<file path="src/include/adc_seq_consts.vh">
// Constants for the converter sequence and result control block
//
// Overview of operation
// - A sequence control write aborts a running sequence, starts none.
// - Length 0000 is 8, 0001-0111 are 1-7, any code with bit 3 set is 8.
// - Reset sets only length bit 2, giving four conversions.
// - Outside FIFO mode conversion n lands in result register n.
// - In FIFO mode sequence end and scan restart leave the counter as it is.
// - In FIFO mode the counter wraps to register zero after the last.
// - A status field shows the counter, the next result slot.
// - A control write abort or start clears the counter, even in FIFO mode.
// - Each result register has a complete flag, set when it gets a result.
// - Breakpoint code 00 runs on, 10 finishes then halts, 11 halts at once.
// - With fast flag clear on, a result register access clears its flag.
`ifndef ADC_SEQ_CONSTS_VH
`define ADC_SEQ_CONSTS_VH

// =====================================================================
// Register byte offsets
`define ADDR_W 8
`define OFS_SEQ_CTRL 8'h00
`define OFS_START 8'h04
`define OFS_STATUS0 8'h08
`define OFS_FLAGS 8'h0c
`define OFS_CTRL2 8'h10
`define OFS_IRQ_STAT 8'h14
`define OFS_IRQ_MASK 8'h18
`define OFS_RES_BASE 8'h20
`define RES_REGION_MASK 8'he0

// =====================================================================
// Field positions
`define LEN_MSB 6
`define LEN_LSB 3
`define FIFO_BIT 2
`define BRK_MSB 1
`define BRK_LSB 0
`define SCAN_BIT 0
`define FAST_CLR_BIT 0
`define BUSY_BIT 7
`define IRQ_SEQ_BIT 0
`define IRQ_CONV_BIT 1

// =====================================================================
// Reset values and codes
`define SEQ_CTRL_RST 8'h20
`define BRK_HALT_AFTER 2'h2
`define BRK_HALT_NOW 2'h3
`define RESP_OKAY 2'h0
`define RESP_SLVERR 2'h2

`endif

</file>
<file path="src/verilog/adc_seq_ctrl.v">
// Converter sequence, result placement and freeze control with AXI4-Lite
`timescale 1ns/1ps
`include "adc_seq_consts.vh"
module adc_seq_ctrl #(
  parameter DATA_W = 10,
  parameter DEPTH = 8,
  parameter CNT_W = 3
)(
  input wire aclk,
  input wire aresetn,
  input wire ce,
  input wire [`ADDR_W-1:0] s_axi_awaddr,
  input wire s_axi_awvalid,
  output wire s_axi_awready,
  input wire [31:0] s_axi_wdata,
  input wire [3:0] s_axi_wstrb,
  input wire s_axi_wvalid,
  output wire s_axi_wready,
  output reg [1:0] s_axi_bresp,
  output reg s_axi_bvalid,
  input wire s_axi_bready,
  input wire [`ADDR_W-1:0] s_axi_araddr,
  input wire s_axi_arvalid,
  output wire s_axi_arready,
  output reg [31:0] s_axi_rdata,
  output reg [1:0] s_axi_rresp,
  output reg s_axi_rvalid,
  input wire s_axi_rready,
  input wire freeze,
  output reg conv_start_q,
  output reg conv_abort_q,
  output reg conv_hold_q,
  input wire conv_done,
  input wire [DATA_W-1:0] conv_data,
  output wire irq
);

  localparam [1:0] ST_IDLE = 2'h0;
  localparam [1:0] ST_REQ = 2'h1;
  localparam [1:0] ST_BUSY = 2'h2;

  // Register state
  reg [7:0] seq_ctrl_q;
  reg scan_q;
  reg fast_clr_q;
  reg [DEPTH-1:0] done_flags_q;
  reg [DEPTH-1:0] done_flags_d;
  reg armed_q;
  reg [1:0] ist_q;
  reg [1:0] ist_d;
  reg [1:0] imask_q;

  // Sequencer state
  reg [1:0] st_q;
  reg [3:0] seq_cnt_q;

  // Bus state
  reg aw_have_q;
  reg w_have_q;
  reg [`ADDR_W-1:0] awaddr_q;
  reg [7:0] wdata_q;
  reg wlane_q;
  reg rd_pend_q;
  reg [`ADDR_W-1:0] araddr_q;

  wire [CNT_W-1:0] pos;
  wire [DATA_W-1:0] mem_rdata;

  // =====================================================================
  // Field views
  wire [3:0] len_code = seq_ctrl_q[`LEN_MSB:`LEN_LSB];
  wire fifo_mode = seq_ctrl_q[`FIFO_BIT];
  wire [1:0] brk_resp = seq_ctrl_q[`BRK_MSB:`BRK_LSB];

  // Sequence length, 8 for code zero or top bit set
  wire [3:0] seq_len = (len_code[3] || len_code == 4'h0) ?
                       4'h8 : len_code;

  // Breakpoint policy; codes 00 and 01 never stop conversion
  wire brk_now = freeze && (brk_resp == `BRK_HALT_NOW);
  wire brk_block = freeze && brk_resp[1];

  // =====================================================================
  // Write channel handshakes
  assign s_axi_awready = ce && !aw_have_q && !s_axi_bvalid;
  assign s_axi_wready = ce && !w_have_q && !s_axi_bvalid;
  wire wr_fire = aw_have_q && w_have_q && !s_axi_bvalid;

  // Write decode
  wire wr_res = ((awaddr_q & `RES_REGION_MASK) == `OFS_RES_BASE) &&
                (awaddr_q[1:0] == 2'h0);
  wire wr_seq = (awaddr_q == `OFS_SEQ_CTRL);
  wire wr_start = (awaddr_q == `OFS_START);
  wire wr_ctrl2 = (awaddr_q == `OFS_CTRL2);
  wire wr_known = wr_seq || wr_start || wr_ctrl2 || wr_res ||
                  awaddr_q == `OFS_STATUS0 || awaddr_q == `OFS_FLAGS ||
                  awaddr_q == `OFS_IRQ_STAT || awaddr_q == `OFS_IRQ_MASK;
  wire wr_eff = wr_fire && wlane_q;

  // Control writes abort; the start register alone also begins
  wire ctl_wr = wr_eff && (wr_seq || wr_start || wr_ctrl2);
  wire begin_seq = wr_eff && wr_start;

  // =====================================================================
  // Read channel handshakes and decode
  assign s_axi_arready = ce && !rd_pend_q && !s_axi_rvalid;
  wire rd_fire = s_axi_arvalid && s_axi_arready;
  wire rd_res = ((s_axi_araddr & `RES_REGION_MASK) == `OFS_RES_BASE) &&
                (s_axi_araddr[1:0] == 2'h0);
  wire rd_flags = (s_axi_araddr == `OFS_FLAGS);
  wire [CNT_W-1:0] rd_idx = s_axi_araddr[CNT_W+1:2];
  wire [CNT_W-1:0] wr_idx = awaddr_q[CNT_W+1:2];

  // =====================================================================
  // Conversion completion bookkeeping
  wire take = (st_q == ST_BUSY) && conv_done && !ctl_wr;
  wire [3:0] seq_next = seq_cnt_q + 4'h1;
  wire seq_end = take && (seq_next == seq_len);

  // Counter clears: control write always, sequence edges outside FIFO
  wire pos_clear = ctl_wr || (seq_end && !fifo_mode);
  wire pos_adv = take;

  conv_counter #(
    .CNT_W(CNT_W),
    .DEPTH(DEPTH)
  ) u_pos (
    .aclk(aclk),
    .aresetn(aresetn),
    .ce(ce),
    .clear(pos_clear),
    .advance(pos_adv),
    .count_q(pos)
  );

  result_mem #(
    .DATA_W(DATA_W),
    .DEPTH(DEPTH),
    .IDX_W(CNT_W)
  ) u_mem (
    .aclk(aclk),
    .ce(ce),
    .we(take),
    .waddr(pos),
    .wdata(conv_data),
    .re(rd_fire && rd_res),
    .raddr(rd_idx),
    .rdata_q(mem_rdata)
  );

  // =====================================================================
  // Write address and data capture, either order
  always @(posedge aclk)
  begin
    if (!aresetn)
    begin
      aw_have_q <= 1'b0;
      w_have_q <= 1'b0;
      awaddr_q <= {`ADDR_W{1'b0}};
      wdata_q <= 8'h00;
      wlane_q <= 1'b0;
      s_axi_bvalid <= 1'b0;
      s_axi_bresp <= `RESP_OKAY;
    end
    else if (ce)
    begin
      if (s_axi_awvalid && s_axi_awready)
      begin
        aw_have_q <= 1'b1;
        awaddr_q <= s_axi_awaddr;
      end
      if (s_axi_wvalid && s_axi_wready)
      begin
        w_have_q <= 1'b1;
        wdata_q <= s_axi_wdata[7:0];
        wlane_q <= s_axi_wstrb[0];
      end
      if (wr_fire)
      begin
        aw_have_q <= 1'b0;
        w_have_q <= 1'b0;
        s_axi_bvalid <= 1'b1;
        s_axi_bresp <= wr_known ? `RESP_OKAY : `RESP_SLVERR;
      end
      else if (s_axi_bvalid && s_axi_bready)
        s_axi_bvalid <= 1'b0;
    end
  end

  // =====================================================================
  // Software registers
  always @(posedge aclk)
  begin
    if (!aresetn)
    begin
      seq_ctrl_q <= `SEQ_CTRL_RST;
      scan_q <= 1'b0;
      fast_clr_q <= 1'b0;
      imask_q <= 2'h0;
    end
    else if (ce && wr_eff)
    begin
      if (wr_seq)
        seq_ctrl_q <= {1'b0, wdata_q[6:0]};
      if (wr_start)
        scan_q <= wdata_q[`SCAN_BIT];
      if (wr_ctrl2)
        fast_clr_q <= wdata_q[`FAST_CLR_BIT];
      if (awaddr_q == `OFS_IRQ_MASK)
        imask_q <= wdata_q[1:0];
    end
  end

  // =====================================================================
  // Complete flags: set wins over any clear in the same cycle
  always @*
  begin
    done_flags_d = done_flags_q;
    if (rd_fire && rd_res && (fast_clr_q || armed_q))
      done_flags_d[rd_idx] = 1'b0;
    if (wr_eff && wr_res && fast_clr_q)
      done_flags_d[wr_idx] = 1'b0;
    if (take)
      done_flags_d[pos] = 1'b1;
  end

  // Flag storage and normal clear arming by a flags read
  always @(posedge aclk)
  begin
    if (!aresetn)
    begin
      done_flags_q <= {DEPTH{1'b0}};
      armed_q <= 1'b0;
    end
    else if (ce)
    begin
      done_flags_q <= done_flags_d;
      if (rd_fire && rd_flags)
        armed_q <= 1'b1;
      else if (rd_fire && rd_res)
        armed_q <= 1'b0;
    end
  end

  // =====================================================================
  // Interrupt status, write one to clear, events win
  always @*
  begin
    ist_d = ist_q;
    if (wr_eff && awaddr_q == `OFS_IRQ_STAT)
      ist_d = ist_q & ~wdata_q[1:0];
    if (seq_end)
      ist_d[`IRQ_SEQ_BIT] = 1'b1;
    if (take)
      ist_d[`IRQ_CONV_BIT] = 1'b1;
  end

  always @(posedge aclk)
  begin
    if (!aresetn)
      ist_q <= 2'h0;
    else if (ce)
      ist_q <= ist_d;
  end

  assign irq = |(ist_q & imask_q);

  // =====================================================================
  // Sequencer
  always @(posedge aclk)
  begin
    if (!aresetn)
    begin
      st_q <= ST_IDLE;
      seq_cnt_q <= 4'h0;
      conv_start_q <= 1'b0;
      conv_abort_q <= 1'b0;
      conv_hold_q <= 1'b0;
    end
    else if (ce)
    begin
      conv_start_q <= 1'b0;
      conv_abort_q <= ctl_wr && (st_q != ST_IDLE);
      conv_hold_q <= brk_now && (st_q == ST_BUSY);
      if (ctl_wr)
      begin
        seq_cnt_q <= 4'h0;
        st_q <= begin_seq ? ST_REQ : ST_IDLE;
      end
      else
      begin
        case (st_q)
          ST_IDLE:
            st_q <= ST_IDLE;
          ST_REQ:
          begin
            // No new conversion is started while frozen with breakpoint code 10 or 11
            if (!brk_block)
            begin
              conv_start_q <= 1'b1;
              st_q <= ST_BUSY;
            end
          end
          ST_BUSY:
          begin
            if (take)
            begin
              if (seq_end)
              begin
                seq_cnt_q <= 4'h0;
                st_q <= scan_q ? ST_REQ : ST_IDLE;
              end
              else
              begin
                seq_cnt_q <= seq_next;
                st_q <= ST_REQ;
              end
            end
          end
          default:
            st_q <= ST_IDLE;
        endcase
      end
    end
  end

  // =====================================================================
  // Read data path, one cycle after the address is taken
  always @(posedge aclk)
  begin
    if (!aresetn)
    begin
      rd_pend_q <= 1'b0;
      araddr_q <= {`ADDR_W{1'b0}};
      s_axi_rvalid <= 1'b0;
      s_axi_rdata <= 32'h00000000;
      s_axi_rresp <= `RESP_OKAY;
    end
    else if (ce)
    begin
      if (rd_fire)
      begin
        rd_pend_q <= 1'b1;
        araddr_q <= s_axi_araddr;
      end
      else if (rd_pend_q)
      begin
        rd_pend_q <= 1'b0;
        s_axi_rvalid <= 1'b1;
        s_axi_rresp <= `RESP_OKAY;
        s_axi_rdata <= 32'h00000000;
        if (((araddr_q & `RES_REGION_MASK) == `OFS_RES_BASE) &&
            (araddr_q[1:0] == 2'h0))
          s_axi_rdata[DATA_W-1:0] <= mem_rdata;
        else
        begin
          case (araddr_q)
            `OFS_SEQ_CTRL:
              s_axi_rdata[7:0] <= seq_ctrl_q;
            `OFS_START:
              s_axi_rdata[`SCAN_BIT] <= scan_q;
            `OFS_STATUS0:
            begin
              s_axi_rdata[CNT_W-1:0] <= pos;
              s_axi_rdata[`BUSY_BIT] <= (st_q != ST_IDLE);
            end
            `OFS_FLAGS:
              s_axi_rdata[DEPTH-1:0] <= done_flags_q;
            `OFS_CTRL2:
              s_axi_rdata[`FAST_CLR_BIT] <= fast_clr_q;
            `OFS_IRQ_STAT:
              s_axi_rdata[1:0] <= ist_q;
            `OFS_IRQ_MASK:
              s_axi_rdata[1:0] <= imask_q;
            default:
              s_axi_rresp <= `RESP_SLVERR;
          endcase
        end
      end
      else if (s_axi_rvalid && s_axi_rready)
        s_axi_rvalid <= 1'b0;
    end
  end

endmodule // adc_seq_ctrl

</file>
<file path="src/verilog/result_mem.v">
// Result register file with registered read port
`timescale 1ns/1ps
module result_mem #(
  parameter DATA_W = 10,
  parameter DEPTH = 8,
  parameter IDX_W = 3
)(
  input wire aclk,
  input wire ce,
  input wire we,
  input wire [IDX_W-1:0] waddr,
  input wire [DATA_W-1:0] wdata,
  input wire re,
  input wire [IDX_W-1:0] raddr,
  output reg [DATA_W-1:0] rdata_q
);

  reg [DATA_W-1:0] mem [0:DEPTH-1];

  // =====================================================================
  // Storage and read register
  always @(posedge aclk)
  begin
    if (ce)
    begin
      if (we)
        mem[waddr] <= wdata;
      if (re)
        rdata_q <= mem[raddr];
    end
  end

endmodule // result_mem

</file>
<file path="src/verilog/conv_counter.v">
// Result position counter with clear and wrap
`timescale 1ns/1ps
module conv_counter #(
  parameter CNT_W = 3,
  parameter DEPTH = 8
)(
  input wire aclk,
  input wire aresetn,
  input wire ce,
  input wire clear,
  input wire advance,
  output reg [CNT_W-1:0] count_q
);

  localparam integer LAST = DEPTH - 1;

  // =====================================================================
  // Clear has priority over advance
  always @(posedge aclk)
  begin
    if (!aresetn)
      count_q <= {CNT_W{1'b0}};
    else if (ce)
    begin
      if (clear)
        count_q <= {CNT_W{1'b0}};
      else if (advance)
      begin
        if (count_q == LAST[CNT_W-1:0])
          count_q <= {CNT_W{1'b0}};
        else
          count_q <= count_q + 1'b1;
      end
    end
  end

endmodule // conv_counter

</file>
<file path="config.mk">
export PLATFORM = sky130hd
export DESIGN_NAME = adc_seq_ctrl
export DESIGN_NICKNAME = d
export VERILOG_FILES = /design/src/verilog/adc_seq_ctrl.v /design/src/verilog/result_mem.v /design/src/verilog/conv_counter.v
export VERILOG_INCLUDE_DIRS = /design/src /design/src/include
export SDC_FILE = /design/constraint.sdc
export NUM_CORES = 1
export LEC_CHECK = 0
export ABC_CLOCK_PERIOD_IN_PS = 3300
export BUFFER_PORTS_ARGS = -buffer_cell sky130_fd_sc_hd__buf_4
export CAP_MARGIN = 20
export CORE_MARGIN = 4
export CORE_UTILIZATION = 35
export CTS_CLUSTER_SIZE = 24
export DETAILED_ROUTE_END_ITERATION = 8
export PLACE_DENSITY_LB_ADDON = 0.2
export SYNTH_ARGS = -nofsm -noshare
export SYNTH_HDL_FRONTEND = slang
export SYNTH_SLANG_ARGS = --single-unit
</file>
<file path="constraint.sdc">
create_clock -name aclk -period 3.3 [get_ports aclk]
set_input_delay 0.495 -clock aclk [delete_from_list [all_inputs] [get_ports aclk]]
set_output_delay 0.495 -clock aclk [all_outputs]
set_load 0.1 [all_outputs]
</file>
Word-level counts from Yosys, hierarchy flattened

Memory sizes are Yosys's and may differ from the RTL's. A register that Yosys moved wholly into a read port is not among the register bits.
Index checks and enable logic that the tools add are counted.

$add $sub $neg: 2
$lt $le $gt $ge: 6
Eq/ne operators: 23
Muxes and demuxes: 54
Bitwise gates (word level): 9
Reductions and logical operators: 93

Operator list:

| cell                                                                                 | number |
|---|---|
| 8-bit by 5-bit equality test with 1-bit output (second input constant)               | 6 |
| 8-bit by 4-bit equality test with 1-bit output (second input constant)               | 5 |
| 1-bit logical AND                                                                    | 37 |
| 8-bit 2-to-1 mux                                                                     | 4 |
| 2-bit AND reduction                                                                  | 16 |
| 1-bit 2-to-1 mux                                                                     | 25 |
| 2-bit nonzero test                                                                   | 11 |
| 4-bit 2-to-1 mux                                                                     | 5 |
| 8-bit AND                                                                            | 2 |
| 8-bit by 3-bit equality test with 1-bit output (second input constant)               | 2 |
| 8-bit zero test                                                                      | 2 |
| 2-bit 2-to-1 mux                                                                     | 8 |
| 8-bit inverter                                                                       | 2 |
| 3-bit by 4-bit less-than comparator with 1-bit output (second input constant)        | 3 |
| 3-bit AND reduction                                                                  | 4 |
| 1-bit logical OR                                                                     | 10 |
| 1-bit demux with 3-bit select                                                        | 3 |
| 3-bit by 1-bit equality test with 1-bit output (second input constant)               | 3 |
| 3-bit by 1-bit greater-or-equal comparator with 1-bit output (second input constant) | 3 |
| 3-bit 2-to-1 mux                                                                     | 3 |
| 8-bit OR                                                                             | 1 |
| 4-bit one-hot mux with 2 select lines                                                | 1 |
| 1-bit zero test                                                                      | 7 |
| 1-bit one-hot mux with 7 select lines                                                | 1 |
| other kinds (18)                                                                     | 23 |

Register bits after elaboration: 77
Memory bits (writable): 80
Bits of input ports: 72
Output and inout port bits: 45
Word-level logic and storage cells: 214
Memories kept: 1

Memories:

| memory    | words | bits a word | read ports | clocked after memory_dff | wr ports | RTL line        | source |
|---|---|---|---|---|---|---|---|
| u_mem.mem | 8     | 10          | 1          | 1                        | 1        | result_mem.v:18 | `reg [DATA_W-1:0] mem [0:DEPTH-1];` |

Depth between registers and ports, before layout

Gate-level depths: netlist (run 1).

Depth after elaboration: 11
Gate-level depth with buffers: 7

Modules after synthesis

From an unflattened synthesis (run 1), not the netlist that was laid out.

Cells, all modules: 624
Area, all modules: 7444.6 um2

Modules (own cells, without submodules):

| module       | instances | cells each | area an instance (um2) | sequential area each (um2) |
|---|---|---|---|---|
| adc_seq_ctrl | 1         | 469        | 3856.2                 | 1441.4 |
| result_mem   | 1         | 139        | 3442.1                 | 2702.6 |
| conv_counter | 1         | 16         | 146.4                  | 60.1 |

Worst setup path before layout (run 1)

No wires, ideal clock.

Kind: flip-flop to flip-flop
From: register s_axi_rvalid
To: register u_mem.rdata_q[0], read port of u_mem.mem (enable)
Setup time: 0.346 ns
Arrival: 3.592 ns
Required time: 2.954 ns
Setup slack: -0.638 ns
Cell stages (with the launch flop): 4
Path buffers: 0
Period minus slack after synthesis: 3.938 ns
Cells stage by stage: dfxtp_1 nor3_1 and2_1 and4_1

Word-level cells in the longest chain between the ends: 5

RTL lines:

| item                          | RTL line           | source |
|---|---|---|
| start: declaration            | adc_seq_ctrl.v:27  | `output reg s_axi_rvalid,` |
| start signal: assignment      | adc_seq_ctrl.v:335 | `s_axi_rvalid <= 1'b0;` |
| start signal: assignment      | adc_seq_ctrl.v:349 | `s_axi_rvalid <= 1'b1;` |
| start signal: assignment      | adc_seq_ctrl.v:381 | `s_axi_rvalid <= 1'b0;` |
| 1-bit zero test               | adc_seq_ctrl.v:106 | `assign s_axi_arready = ce && !rd_pend_q && !s_axi_rvalid;` |
| 1-bit logical AND             | adc_seq_ctrl.v:106 |  |
| via s_axi_arready             | adc_seq_ctrl.v:24  | `output wire s_axi_arready,` |
| 1-bit logical AND             | adc_seq_ctrl.v:107 | `wire rd_fire = s_axi_arvalid && s_axi_arready;` |
| 1-bit logical AND             | adc_seq_ctrl.v:146 | `.re(rd_fire && rd_res),` |
| 2-bit AND reduction (no line) | --                 |  |
| end: declaration              | result_mem.v:15    | `output reg [DATA_W-1:0] rdata_q` |

The timed path passes the listed nets, and every way through them passes these cells.
A chain may end at the register's enable or synchronous reset.

Worst setup path after layout (run 1)

From: register st_q[1]
To: memory u_mem.mem[7][0] (enable)

Word-level cells in the longest chain between the ends: 6

RTL lines:

| item                                   | RTL line           | source |
|---|---|---|
| start: declaration                     | adc_seq_ctrl.v:54  | `reg [1:0] st_q;` |
| start signal: assignment               | adc_seq_ctrl.v:288 | `st_q <= begin_seq ? ST_REQ : ST_IDLE;` |
| start signal: assignment               | adc_seq_ctrl.v:311 | `st_q <= scan_q ? ST_REQ : ST_IDLE;` |
| 2-bit equality test                    | adc_seq_ctrl.v:116 | `wire take = (st_q == ST_BUSY) && conv_done && !ctl_wr;` |
| 1-bit logical AND (2 in a row)         | adc_seq_ctrl.v:116 |  |
| 1-bit 2-to-1 mux                       | result_mem.v:26    | `if (we)` |
| 1-bit 2-to-1 mux                       | result_mem.v:24    | `if (ce)` |
| 1-bit 2-to-1 mux (not written as such) | result_mem.v:27    | `mem[waddr] <= wdata;` |
| end: declaration                       | result_mem.v:18    |  |

Every way passes these cells.

==> summary.txt, run 1 <==
Area Overhead vs Synth: 17.8%
Die ar.: 23200 um2
CTS sink cnt: 165
Final Setup Violations: 0
Buf/Inv on CP: 1
Initial Util: 35.8%
Worst Reg2Reg Path Length in Cells: 5
Largest stage delay, worst path: 0.49 ns
Final WS setup: 1.05 ns
Reg-to-Reg Start: st_q[1]
Die span in x: 152 um
Critical path launch point: st_q[1]
Pwr Density: 549 nW/um2
Number of core rows: 52
Layout cell share with drive strength beyond 1: 19.1%
Syn Inst Count: 652
RSZ-0062 raised after global routing: false
Global router's overall resource usage: 15.3%
Relative slew slack: 47.0%
Status: complete, no violations
Top delay family on crit path: simple AND/OR/NAND/NOR gates
Crit-path max FO: 10
Placed Area: 7960 um2
Setup crit start kind: flop
Crit-path cells: nand3b_1, a41oi_1, nand2_1, nor2_1, buf_4
Register bit total from synthesis: 165
Hold_buf cts: 0
Final instance area: 8580 um2
Max clock buf depth: 2
Asr flop ratio synth: 0%
Vias per inst: 5.20
Number of global-route vias before repair: 5172
Worst-path clk slew: 0.06 ns
RR Endpoint: u_mem.mem[7][0]
Sequential area share after synthesis: 57.7%
Nets@finish: 785
Final min period: 2.25 ns
Final Max Slew Viols: 0
Post-route ant nets: 0
Syn. warnings: 0
Worst path required time: 3.42 ns
DP HPWL: 11900 um
Fin. Hold Viols: 0
Drt total wl: 17600 um
Crit. End Element: flop
Pre-CTS WS: 0.802 ns
VDD IR max: 0.351 mV
FF-to-FF setup slack: 1.05 ns
Reg area: 4200 um2
Synthesized area per cell: 11.2 um2
Detail-routed net length per standard cell: 17.7 um
Hold Worst Slack: 0.293 ns
Ports: 117
TritonCTS clock tree: done
MaxCap Viol Count: 0
Setup TNS: 0 ns
First-pass GRT wire length: 28100 um
Kind of critical path: reg -> reg
Max Freq: 444 MHz
Total gr overflow: 0
Total number of vias: 5162
Multi-input gate area: 2840 um2
Worst clock skew: 0.00970 ns
Main flop type after synthesis: edfxtp_1
Netlist cell types: 66
Cts bufs inserted: 17
Mapped Area: 7280 um2
Drt drc: 0
Critical path depth in cells: 5
Initial antenna violation count: 0
DRT Pass-1 Iters: 5
Period utilization: 68.2%
H-tree lvl count: 4
CORE AREA: 20400 um2
Critical path destination: u_mem.mem[7][0]
Number of synthesized flops with an enable pin: 90
Clock Latency Late Sink: 0.43 ns
CP max-delay cell: dfxtp_1
GP Congestion: 0.828
First DRT Iteration DRCs: 368
Worst Hold Class: in -> reg
Worst-Margin Slew: 0.789 ns
Post-CTS resize count: 0
Filler cell count: 1918
Antenna diode count: 0
Pleak: 3.01 nW
I/O Buffers: 64
Post-CTS Setup Repair Bufs: 0
Power consumption: 4.71 mW
Die height: 152 um
CTS root buf: clkbuf_16
Largest net degree at the start of global routing: 80
Critical Path AT: 2.37 ns
Yosys cell counts, drive strengths merged, types with 4 or more instances:
cell type  instances  area, um2
a21boi            36        270
a21oi             22        110
a221oi             7       61.3
a22o               5       43.8
a22oi              7       52.6
a32oi             10       87.6
and2              11       70.1
and3               4       27.5
buf               35        233
clkbuf            23       86.3
dfxtp             75       1500
edfxtp            90       2700
inv                6       22.5
mux2               9        101
mux2i             15        150
mux4               6        135
nand2             97        364
nand2b             5       31.3
nand3             27        135
nand3b             4       30.0
nor2              26       97.6
nor2b             19        121
nor3              15        101
nor4               9       71.3
o21a              15        113
o21ai             21        109
kinds of logic after synthesis:
group / Yosys count / share of synthesized area [%]
AOI/OAI and AO/OA: 150 / 14.7
xor gates and xnor gates: 4 / 0.481
adders and majority gates: 3 / 0.515
buffers and inverters: 64 / 4.69
DFF: 165 / 57.7
muxes: 30 / 5.31
other: 1 / 0.0515
and+or+nand+nor: 235 / 16.5
per-stage QoR:
stage | instances | util [%]
global placement | 961 | 39.1
finish | 993 | 42.1
CTS | 993 | 42.1
floorplan | 675 | -
detailed placement | 961 | 39.1
global route | 993 | 42.1
worst register-to-register path, delay by kind of cell (launching register included):
family | cells | cell delay [ns]
flip-flops | 1 | 0.49
AND/OR/NAND/NOR | 3 | 0.69
buffers and inverters | 1 | 0.29
AO/OA/AOI/OAI | 1 | 0.46
sequential cells by signal, summed over array words and instances, names as in the netlist, 7 cells and up:
name,flops
araddr_q,8
awaddr_q,8
done_flags_q,8
s_axi_rdata,10
seq_ctrl_q,7
u_mem.mem,80
u_mem.rdata_q,10
wdata_q,7
placed cells by master, fill, tap and decap left out, types with 3 or more instances in the layout:
cell type,netlist,layout
buf_4,24,74
nor3b_1,3,3
conb_1,1,24
o211ai_1,3,3
nor2_1,26,26
a22oi_1,7,7
mux2i_1,15,15
a21boi_0,36,36
a32oi_1,10,10
inv_6,0,5
nor3_2,3,4
nand2b_1,5,5
xnor2_1,3,3
mux4_2,6,6
o21a_1,15,15
nor4_1,8,6
edfxtp_1,90,90
dfxtp_1,75,75
nand3_1,27,27
a41oi_1,3,3
mux2_2,9,9
and4_1,3,3
inv_1,6,6
bufinv_16,0,3
nand2_1,97,97
a22o_1,5,5
clkbuf_16,0,17
a21oi_1,22,22
ha_1,3,3
a221oi_1,7,7
a211oi_1,3,3
nand3b_1,4,4
nor3_1,11,10
o21ai_0,20,20
and2_1,10,10
nor2b_1,18,18
power by group:
| part | total (mW) | switching, mW | internal [mW] | leakage [nW] |
|---|---|---|---|---|
| combinational | 0.443 | 0.330 | 0.112 | 1.29 |
| clock | 2.06 | 0.849 | 1.21 | 0.301 |
| sequential | 2.21 | 0.0258 | 2.19 | 1.42 |
| total | 4.71 | 1.21 | 3.51 | 3.01 |
cell type report:
class | count | share of cell area, %
Clock buffer | 17 | 4.96
Clock inverter | 15 | 2.22
Inverter | 6 | 0.263
Multi-Input combinational cell | 446 | 33.1
Sequential cell | 165 | 49.0
Tap cell | 270 | 3.94
Timing Repair Buffer | 74 | 6.48
how the worst min path moves through the flow:
stage | startpoint | to | slack, ns | cells past startpoint
after floorplan | araddr_q[7] | araddr_q[7] | 0.44 | 2
after global placement | araddr_q[1] | araddr_q[1] | 0.45 | 2
after detailed placement | araddr_q[1] | araddr_q[1] | 0.46 | 2
after CTS | conv_data[2] | u_mem.mem[4][2] | 0.28 | 1
after global routing | conv_data[2] | u_mem.mem[4][2] | 0.28 | 1
final | conv_data[5] | u_mem.mem[6][5] | 0.29 | 1
routing by layer:
layer	GRT usage, %	wire length, um
met1	19.8	7970
met5	0	0
met3	3.46	867
met4	5.95	372
met2	25.0	8350
(Power assumes the default switching activity.)
==> inputs of run 2 (changes only) <==
--- a/config.mk
+++ b/config.mk
@@ -6,7 +6,7 @@
 export SDC_FILE = /design/constraint.sdc
 export NUM_CORES = 1
 export LEC_CHECK = 0
-export ABC_CLOCK_PERIOD_IN_PS = 3300
+export ABC_CLOCK_PERIOD_IN_PS = 1900
 export BUFFER_PORTS_ARGS = -buffer_cell sky130_fd_sc_hd__buf_4
 export CAP_MARGIN = 20
 export CORE_MARGIN = 4
==> constraint.sdc (replaced) <==
create_clock -name aclk -period 1.9 [get_ports aclk]
set_input_delay 0.285 -clock aclk [delete_from_list [all_inputs] [get_ports aclk]]
set_output_delay 0.285 -clock aclk [all_outputs]
set_load 0.1 [all_outputs]
==> run 2 against run 1 <==
Sequential power rose by 73%. Clock power rose by 88%. Routed wire length is 9.6% higher. Hold slack worse by 0.20 ns. Critical path depth increased by 2. Die area unchanged. Non-clock buffer count grew 74. Clock skew shrank 0.0016 ns. Critical endpoint is now done_flags_q[1]. Combinational power rose by 100%. Worst setup slack worse by 1.0 ns. Count of clock-buffer cells in the layout stayed put.
==> summary.txt, run 2 (synthesis results as in run 1) <==
Fin. Hold Viols: 0 (unchanged)
Worst-Margin Slew: 0.702 ns (-0.0869 ns)
Detail-routed net length per standard cell: 18.0 um (+2.0%)
H-tree lvl count: 4 (unchanged)
Antenna diode count: 0 (unchanged)
Crit. End Element: flop
Internal: 6.44 mW (+84%)
Most frequent cells in the layout: buf_4 (135), nand2_1 (95), edfxtp_1 (90), dfxtp_1 (69), a21boi_0 (36)
Pleak: 3.51 nW (+17%)
CTS sink cnt: 165 (unchanged)
Crit-path max FO: 4 (-6)
Drt drc: 0 (unchanged)
Pwr Density: 902 nW/um2 (+64%)
Nets@finish: 859 (+9.4%)
Pre-CTS WS: -0.230 ns (-1.03 ns)
Critical Path AT: 2.18 ns (-0.19 ns)
CORE AREA: 20400 um2 (unchanged)
First DRT Iteration DRCs: 362 (-1.6%)
Flop pwr share: 44.5% (-2.4 points)
Largest net degree at the start of global routing: 80 (unchanged)
Layout Cells excl Fill: 1067 (+7.5%)
MaxCap Viol Count: 0 (unchanged)
RSZ-0062 raised after global routing: true
Crit-path cells: buf_6, or4_4, nor3_4, buf_6, a32oi_2, o21a_1, o21a_1
Top flop regs: u_mem.mem: 80 flops, s_axi_rdata: 10 flops, u_mem.rdata_q: 10 flops
Power consumption: 8.60 mW (+83%)
Commonest non-fill, non-tap cell in the layout: buf_4
Worst path required time: 2.21 ns (-1.21 ns)
Switching pwr: 2.16 mW (+79%)
Hold path depth: 1 (unchanged)
Max Freq: 535 MHz (+20%)
Ports: 117 (unchanged)
Status: complete, no violations
Global router's overall resource usage: 16.7% (+1.4 points)
Layout cell share with drive strength beyond 1: 30.4% (+11 points)
Number of core rows: 52 (unchanged)
Drt total wl: 19200 um (+9.6%)
Clock power frac: 45.0% (+1.3 points)
Clock Latency Late Sink: 0.42 ns (about the same)
Die height: 152 um (unchanged)
CTS root buf: clkbuf_16
FF-to-FF setup slack: 0.03 ns (-1.02 ns)
Relative slew slack: 53.2% (+6.2 points)
Multi-input gate area: 3080 um2 (+8.3%)
Worst Hold Class: in -> reg
Sw Ratio: 25.1% (-0.44 points)
Worst clock skew: 0.00806 ns (-0.00163 ns)
Filler cell count: 1810 (-5.6%)
Placed Cells: 1031 (+7.3%)
CP max-delay cell: or4_4
Worst-path clk slew: 0.07 ns (about the same)
Area Overhead vs Synth: 30.9%
RR Endpoint: done_flags_q[1]
TritonCTS clock tree: done
Largest stage delay, worst path: 0.54 ns (+0.05 ns)
Worst Hold Launch: conv_data[3]
Final min period: 1.87 ns (-0.381 ns)
Hold_buf cts: 0 (unchanged)
VDD IR max: 0.600 mV (+71%)
First-pass GRT wire length: 30700 um (+9.4%)
Reg area: 4220 um2 (+0.30%)
Final WS setup: 0.0299 ns (-1.02 ns)
Period utilization: 98.4% (+30 points)
Worst Reg2Reg Path Length in Cells: 7 (+2)
Setup crit start kind: flop
Initial antenna violation count: 0 (unchanged)
Final Setup Violations: 0 (unchanged)
Post-route ant nets: 0 (unchanged)
Number of flip-flops in the largest register: 80 (unchanged)
DRT Pass-1 Iters: 5 (unchanged)
Final Max Slew Viols: 0 (unchanged)
Die ar.: 23200 um2 (unchanged)
Vias per inst: 5.14 (-1.2%)
Initial Util: 35.8% (unchanged)
Die span in x: 152 um (unchanged)
Reg-to-Reg Start: awaddr_q[0]
Total gr overflow: 0 (unchanged)
Hold Path End: u_mem.mem[1][3]
GP Congestion: 0.817 (-1.3%)
I/O Buffers: 64 (unchanged)
Kind of critical path: reg -> reg
Cts bufs inserted: 17 (unchanged)
Number of global-route vias before repair: 5520 (+6.7%)
Total number of vias: 5480 (+6.2%)
Max clock buf depth: 2 (unchanged)
DP HPWL: 13600 um (+15%)
Logic pwr share: 10.5% (+1.1 points)
Most flops, register: u_mem.mem
## run 2: changes by cell type in the layout (fill, tap and decap cells not counted), sizes merged
cell / change
inv: +1
buf: +74
clkinvlp: -1
clkinv: -2
bufinv: +2
## run 2: repair_timing
| action | in CTS | in global routing |
|---|---|---|
| endpoints found under the setup margin | 79 | 66 |
| pin swaps | 10 | 9 |
| buffers inserted | 5 | 1 |
| resized for setup | 12 | 23 |
## run 2: worst max-delay path by stage
stage	to	startpoint	cells after the start	slack (ns)
6_report	done_flags_q[1]	awaddr_q[0]	7	0.03
3_3_place_gp	u_mem.mem[2][6]	s_axi_bvalid	4	-0.20
2_1_floorplan	u_mem.mem[2][0]	s_axi_bvalid	5	-0.23
3_5_place_dp	u_mem.mem[2][6]	s_axi_bvalid	4	-0.23
5_1_grt	done_flags_q[6]	awaddr_q[0]	7	-0.04
4_1_cts	done_flags_q[0]	awaddr_q[6]	7	0.001
## run 2: final cells by class
| cell class | instances | area share (%) |
|---|---|---|
| Sequential cell | 165 | 44.2 |
| Multi-Input combinational cell | 446 | 32.3 |
| Timing Repair Buffer | 148 | 12.8 |
| Clock buffer | 17 | 4.46 |
| Tap cell | 270 | 3.54 |
| Clock inverter | 15 | 2.47 |
| Inverter | 6 | 0.236 |
## run 2: worst max-delay path, delay by kind of cell (launching register included)
| family | cells | cell delay [ns] |
|---|---|---|
| AO/OA/AOI/OAI | 3 | 0.42 |
| buffers and inverters | 2 | 0.25 |
| flip-flops | 1 | 0.34 |
| AND/OR/NAND/NOR | 2 | 0.74 |
## run 2: per-layer routing
layer	part of all wire [%]	up-vias	global-route usage (%)
li1	-	2636	-
met1	44	2646	21.9
met2	48	164	27.3
met3	4.9	34	3.24
met4	2.8	0	6.42
met5	0	-	0
## run 2: through the flow
stage	area, um2	setup TNS, ns	util (%)	hold slack [ns]
4_1_cts	9410	0	46.2	0.0771
3_3_place_gp	8650	-11.59	42.5	0.454
2_1_floorplan	7490	-14.19	-	0.384
3_5_place_dp	8650	-12.79	42.5	0.469
5_1_grt	9540	-0.546	46.8	0.0730
6_report	9540	0	46.8	0.0927
## run 2: power by group through the flow
stage / combinational (mW) / clock [mW] / sequential (mW)
2_1_floorplan: 0.565 / 0 / 3.97
3_3_place_gp: 0.874 / 0 / 3.90
3_5_place_dp: 0.883 / 0 / 3.90
4_1_cts: 0.891 / 3.94 / 3.82
5_1_grt: 0.964 / 4.11 / 3.83
6_report: 0.903 / 3.87 / 3.83
==> inputs of run 3 (changes only) <==
--- a/config.mk
+++ b/config.mk
@@ -13,7 +13,10 @@
 export CORE_UTILIZATION = 35
 export CTS_CLUSTER_SIZE = 24
 export DETAILED_ROUTE_END_ITERATION = 8
+export MAX_ROUTING_LAYER = met4
 export PLACE_DENSITY_LB_ADDON = 0.2
+export RECOVER_POWER = 50
 export SYNTH_ARGS = -nofsm -noshare
 export SYNTH_HDL_FRONTEND = slang
+export SYNTH_HIERARCHICAL = 1
 export SYNTH_SLANG_ARGS = --single-unit
==> run 3 against run 2 <==
The run now ends with negative setup slack left. Cell count down 2.8%. Count of clock-buffer cells in the layout up 2. Synthesized cell count decreased by 4.3%. Global-route usage fell by 0.91 points. Largest power group is now registers.
==> summary.txt, run 3 <==
Status: finished, violations left
Failing checks: negative setup slack
H-tree lvl count: 4 (unchanged)
Ports: 117 (unchanged)
Total number of vias: 5356 (-2.3%)
Vias per inst: 5.16 (+0.56%)
Critical Path AT: 2.26 ns (+0.08 ns)
Worst clock skew: 0.0109 ns (+0.00282 ns)
Switching pwr: 2.29 mW (+5.9%)
Number of synthesized flops with an enable pin: 90 (unchanged)
Commonest cells post-synth: nand2_1 (91), edfxtp_1 (90), dfxtp_1 (75), a21boi_0 (38), buf_4 (26)
Sequential area share after synthesis: 56.5% (-1.2 points)
Worst Hold Class: in -> reg
Worst path required time: 2.06 ns (-0.15 ns)
Relative slew slack: 59.9% (+6.7 points)
Worst-Margin Slew: 0.600 ns (-0.102 ns)
Max Freq: 475 MHz (-11%)
Most flops, register: u_mem/mem
Initial Util: 35.5% (-0.24 points)
Largest stage delay, worst path: 0.56 ns (+0.02 ns)
CP max-delay cell: or4_4
Top delay family on crit path: simple AND/OR/NAND/NOR gates
Power consumption: 8.24 mW (-4.3%)
I/O Buffers: 64 (unchanged)
Kind of critical path: reg -> reg
VDD IR max: 0.627 mV (+4.6%)
Syn. warnings: 6 (+6)
Top area cells in the synthesized netlist: edfxtp_1 (36%), dfxtp_1 (20%), mux4_1 (7.1%)
Synthesized area per cell: 11.9 um2 (+6.8%)
First-pass GRT wire length: 28600 um (-6.9%)
First DRT Iteration DRCs: 282 (-22%)
Final min period: 2.10 ns (+0.233 ns)
Most frequent cells in the layout: buf_4 (112), edfxtp_1 (90), nand2_1 (89), dfxtp_1 (70), a21boi_0 (30)
DP HPWL: 12500 um (-8.2%)
Area Overhead vs Synth: 27.6%
Most numerous cell in the Yosys netlist: nand2_1
Nets@finish: 824 (-4.1%)
Final WS setup: -0.203 ns (-0.233 ns)
Main flop type after synthesis: edfxtp_1
Hold_buf cts: 0 (unchanged)
Drt total wl: 18500 um (-3.8%)
Drt drc: 0 (unchanged)
DRT Pass-1 Iters: 6 (+1)
Sw Ratio: 27.8% (+2.7 points)
Die ar.: 23700 um2 (+2.1%)
Asr flop ratio synth: 0% (unchanged)
Register bit total from synthesis: 165 (unchanged)
GP Congestion: 0.902 (+10%)
Clock power frac: 42.2% (-2.8 points)
Final Max Slew Viols: 0 (unchanged)
FF-to-FF setup slack: -0.20 ns (-0.23 ns)
Number of core rows: 53 (+1.9%)
Flop pwr share: 46.6% (+2.1 points)
Mapped Area: 7440 um2 (+2.2%)
Logic pwr share: 11.2% (+0.7 points)
Syn Inst Count: 624 (-4.3%)
Pwr Density: 867 nW/um2 (-3.9%)
MaxCap Viol Count: 0 (unchanged)
Pleak: 3.43 nW (-2.2%)
Crit-path max FO: 10 (+6)
Setup crit start kind: flop
Antenna diode count: 0 (unchanged)
Fin. Hold Viols: 0 (unchanged)
Clock Latency Late Sink: 0.43 ns (about the same)
Die height: 154 um (+1.0%)
Pre-CTS WS: -0.234 ns (-0.00414 ns)
Crit-path cells: or4_4, or3_4, nand2_4, inv_6, nand3b_1, buf_12, nor2_4
Cts bufs inserted: 17 (unchanged)
Max clock buf depth: 2 (unchanged)
Leading area contributor after synthesis: edfxtp_1
Internal: 5.95 mW (-7.7%)
Placed Area: 8710 um2 (+0.69%)
Final Setup Violations: 106 (+106)
RSZ-0062 raised after global routing: true
Die span in x: 154 um (+1.0%)
CTS root buf: clkbuf_16
Worst-path clk slew: 0.07 ns (about the same)
Initial antenna violation count: 0 (unchanged)
Setup TNS: -16.84 ns (-16.84 ns)
TritonCTS clock tree: done
Number of flip-flops in the largest register: 80 (unchanged)
Netlist cell types: 67 (+1.5%)
Detail-routed net length per standard cell: 17.9 um (-1.0%)
Crit. End Element: flop
CTS sink cnt: 165 (unchanged)
Layout cell share with drive strength beyond 1: 28.5% (-1.9 points)
CORE AREA: 21000 um2 (+2.9%)
Commonest non-fill, non-tap cell in the layout: buf_4
Period utilization: 111% (+12 points)
Share of the synthesized area in the top cell type: 36.3% (-0.80 points)
Number of global-route vias before repair: 5347 (-3.1%)
Largest net degree at the start of global routing: 34 (-57%)
Total gr overflow: 0 (unchanged)
Filler cell count: 1906 (+5.3%)
Global router's overall resource usage: 15.8% (-0.91 points)
Top flop regs: u_mem/mem: 80 flops, s_axi_rdata: 10 flops, u_mem/rdata_q: 10 flops
Post-route ant nets: 0 (unchanged)
Buf/Inv on CP: 2 (unchanged)
Final instance area: 9500 um2 (-0.35%)
[run 3: cell types whose count changed in the layout (fill, tap and decap cells not counted), sizes merged, moves of 8 or more]
cell and delta:
o21a -14, buf -25, mux4 +14, nand3 -12
clkbuf +14, nand4 +8
[run 3: final cells by class]
type / count / area, um2 / area share (%)
inverter: 10 / 42.5 / 0.448
timing repair buffer: 135 / 1050 / 11.0
clock buffer: 19 / 454 / 4.78
tap: 275 / 344 / 3.62
clock inverter: 13 / 154 / 1.62
multi-input combinational: 420 / 3240 / 34.1
sequential: 165 / 4220 / 44.4
[run 3: power by group through the flow]
stage | clock, mW | combinational (mW) | sequential [mW]
after floorplan | 0 | 0.580 | 3.98
after global placement | 0 | 0.871 | 3.92
after detailed placement | 0 | 0.884 | 3.92
after CTS | 3.55 | 0.890 | 3.84
after global routing | 3.73 | 0.980 | 3.84
final | 3.47 | 0.923 | 3.84
[run 3: cell families after synthesis]
kind of cell / synth area share (%)
AOI/OAI and AO/OA: 11.1
xor gates and xnor gates: 0.353
adders and majority gates: 0.504
buffers and inverters: 5.16
DFF: 56.5
muxes: 10.6
other: 0.0504
and+or+nand+nor: 15.8
[run 3: metal layers]
| metal | track usage, % | share of wire (%) | routed length (um) |
|---|---|---|---|
| met4 | 6.01 | 2.6 | 476 |
| met3 | 3.41 | 4.3 | 789 |
| met1 | 19.1 | 42 | 7840 |
| met5 | - | 0 | 0 |
| met2 | 25.9 | 51 | 9410 |
[run 3: path summary, 6_finish.rpt]
check,start,to,cells past startpoint
max,awaddr_q[7],u_mem/mem[1][5],7
min,s_axi_awaddr[1],awaddr_q[1],3
max reg2reg,awaddr_q[7],u_mem/mem[1][5],7
min reg2reg,conv_start_q,conv_start_q,2
[run 3: stage by stage]
step	hold slack [ns]	std cells	util, %
2_1_floorplan	0.384	647	-
3_3_place_gp	0.456	994	41.6
3_5_place_dp	0.462	994	41.6
4_1_cts	0.0627	1029	44.7
5_1_grt	0.0998	1037	45.3
6_report	0.108	1037	45.3
[run 3: tightest hold or removal path, stage by stage]
cell and delay, ns:
buf_4 0.11, nand2_1 0.04, a21boi_0 0.06
[run 3: what timing repair did]
item,in CTS,in global routing
buffers inserted,3,7
setup endpoints to repair,108,111
gates resized for setup,7,33
cloned,0,4
pin swaps,6,22
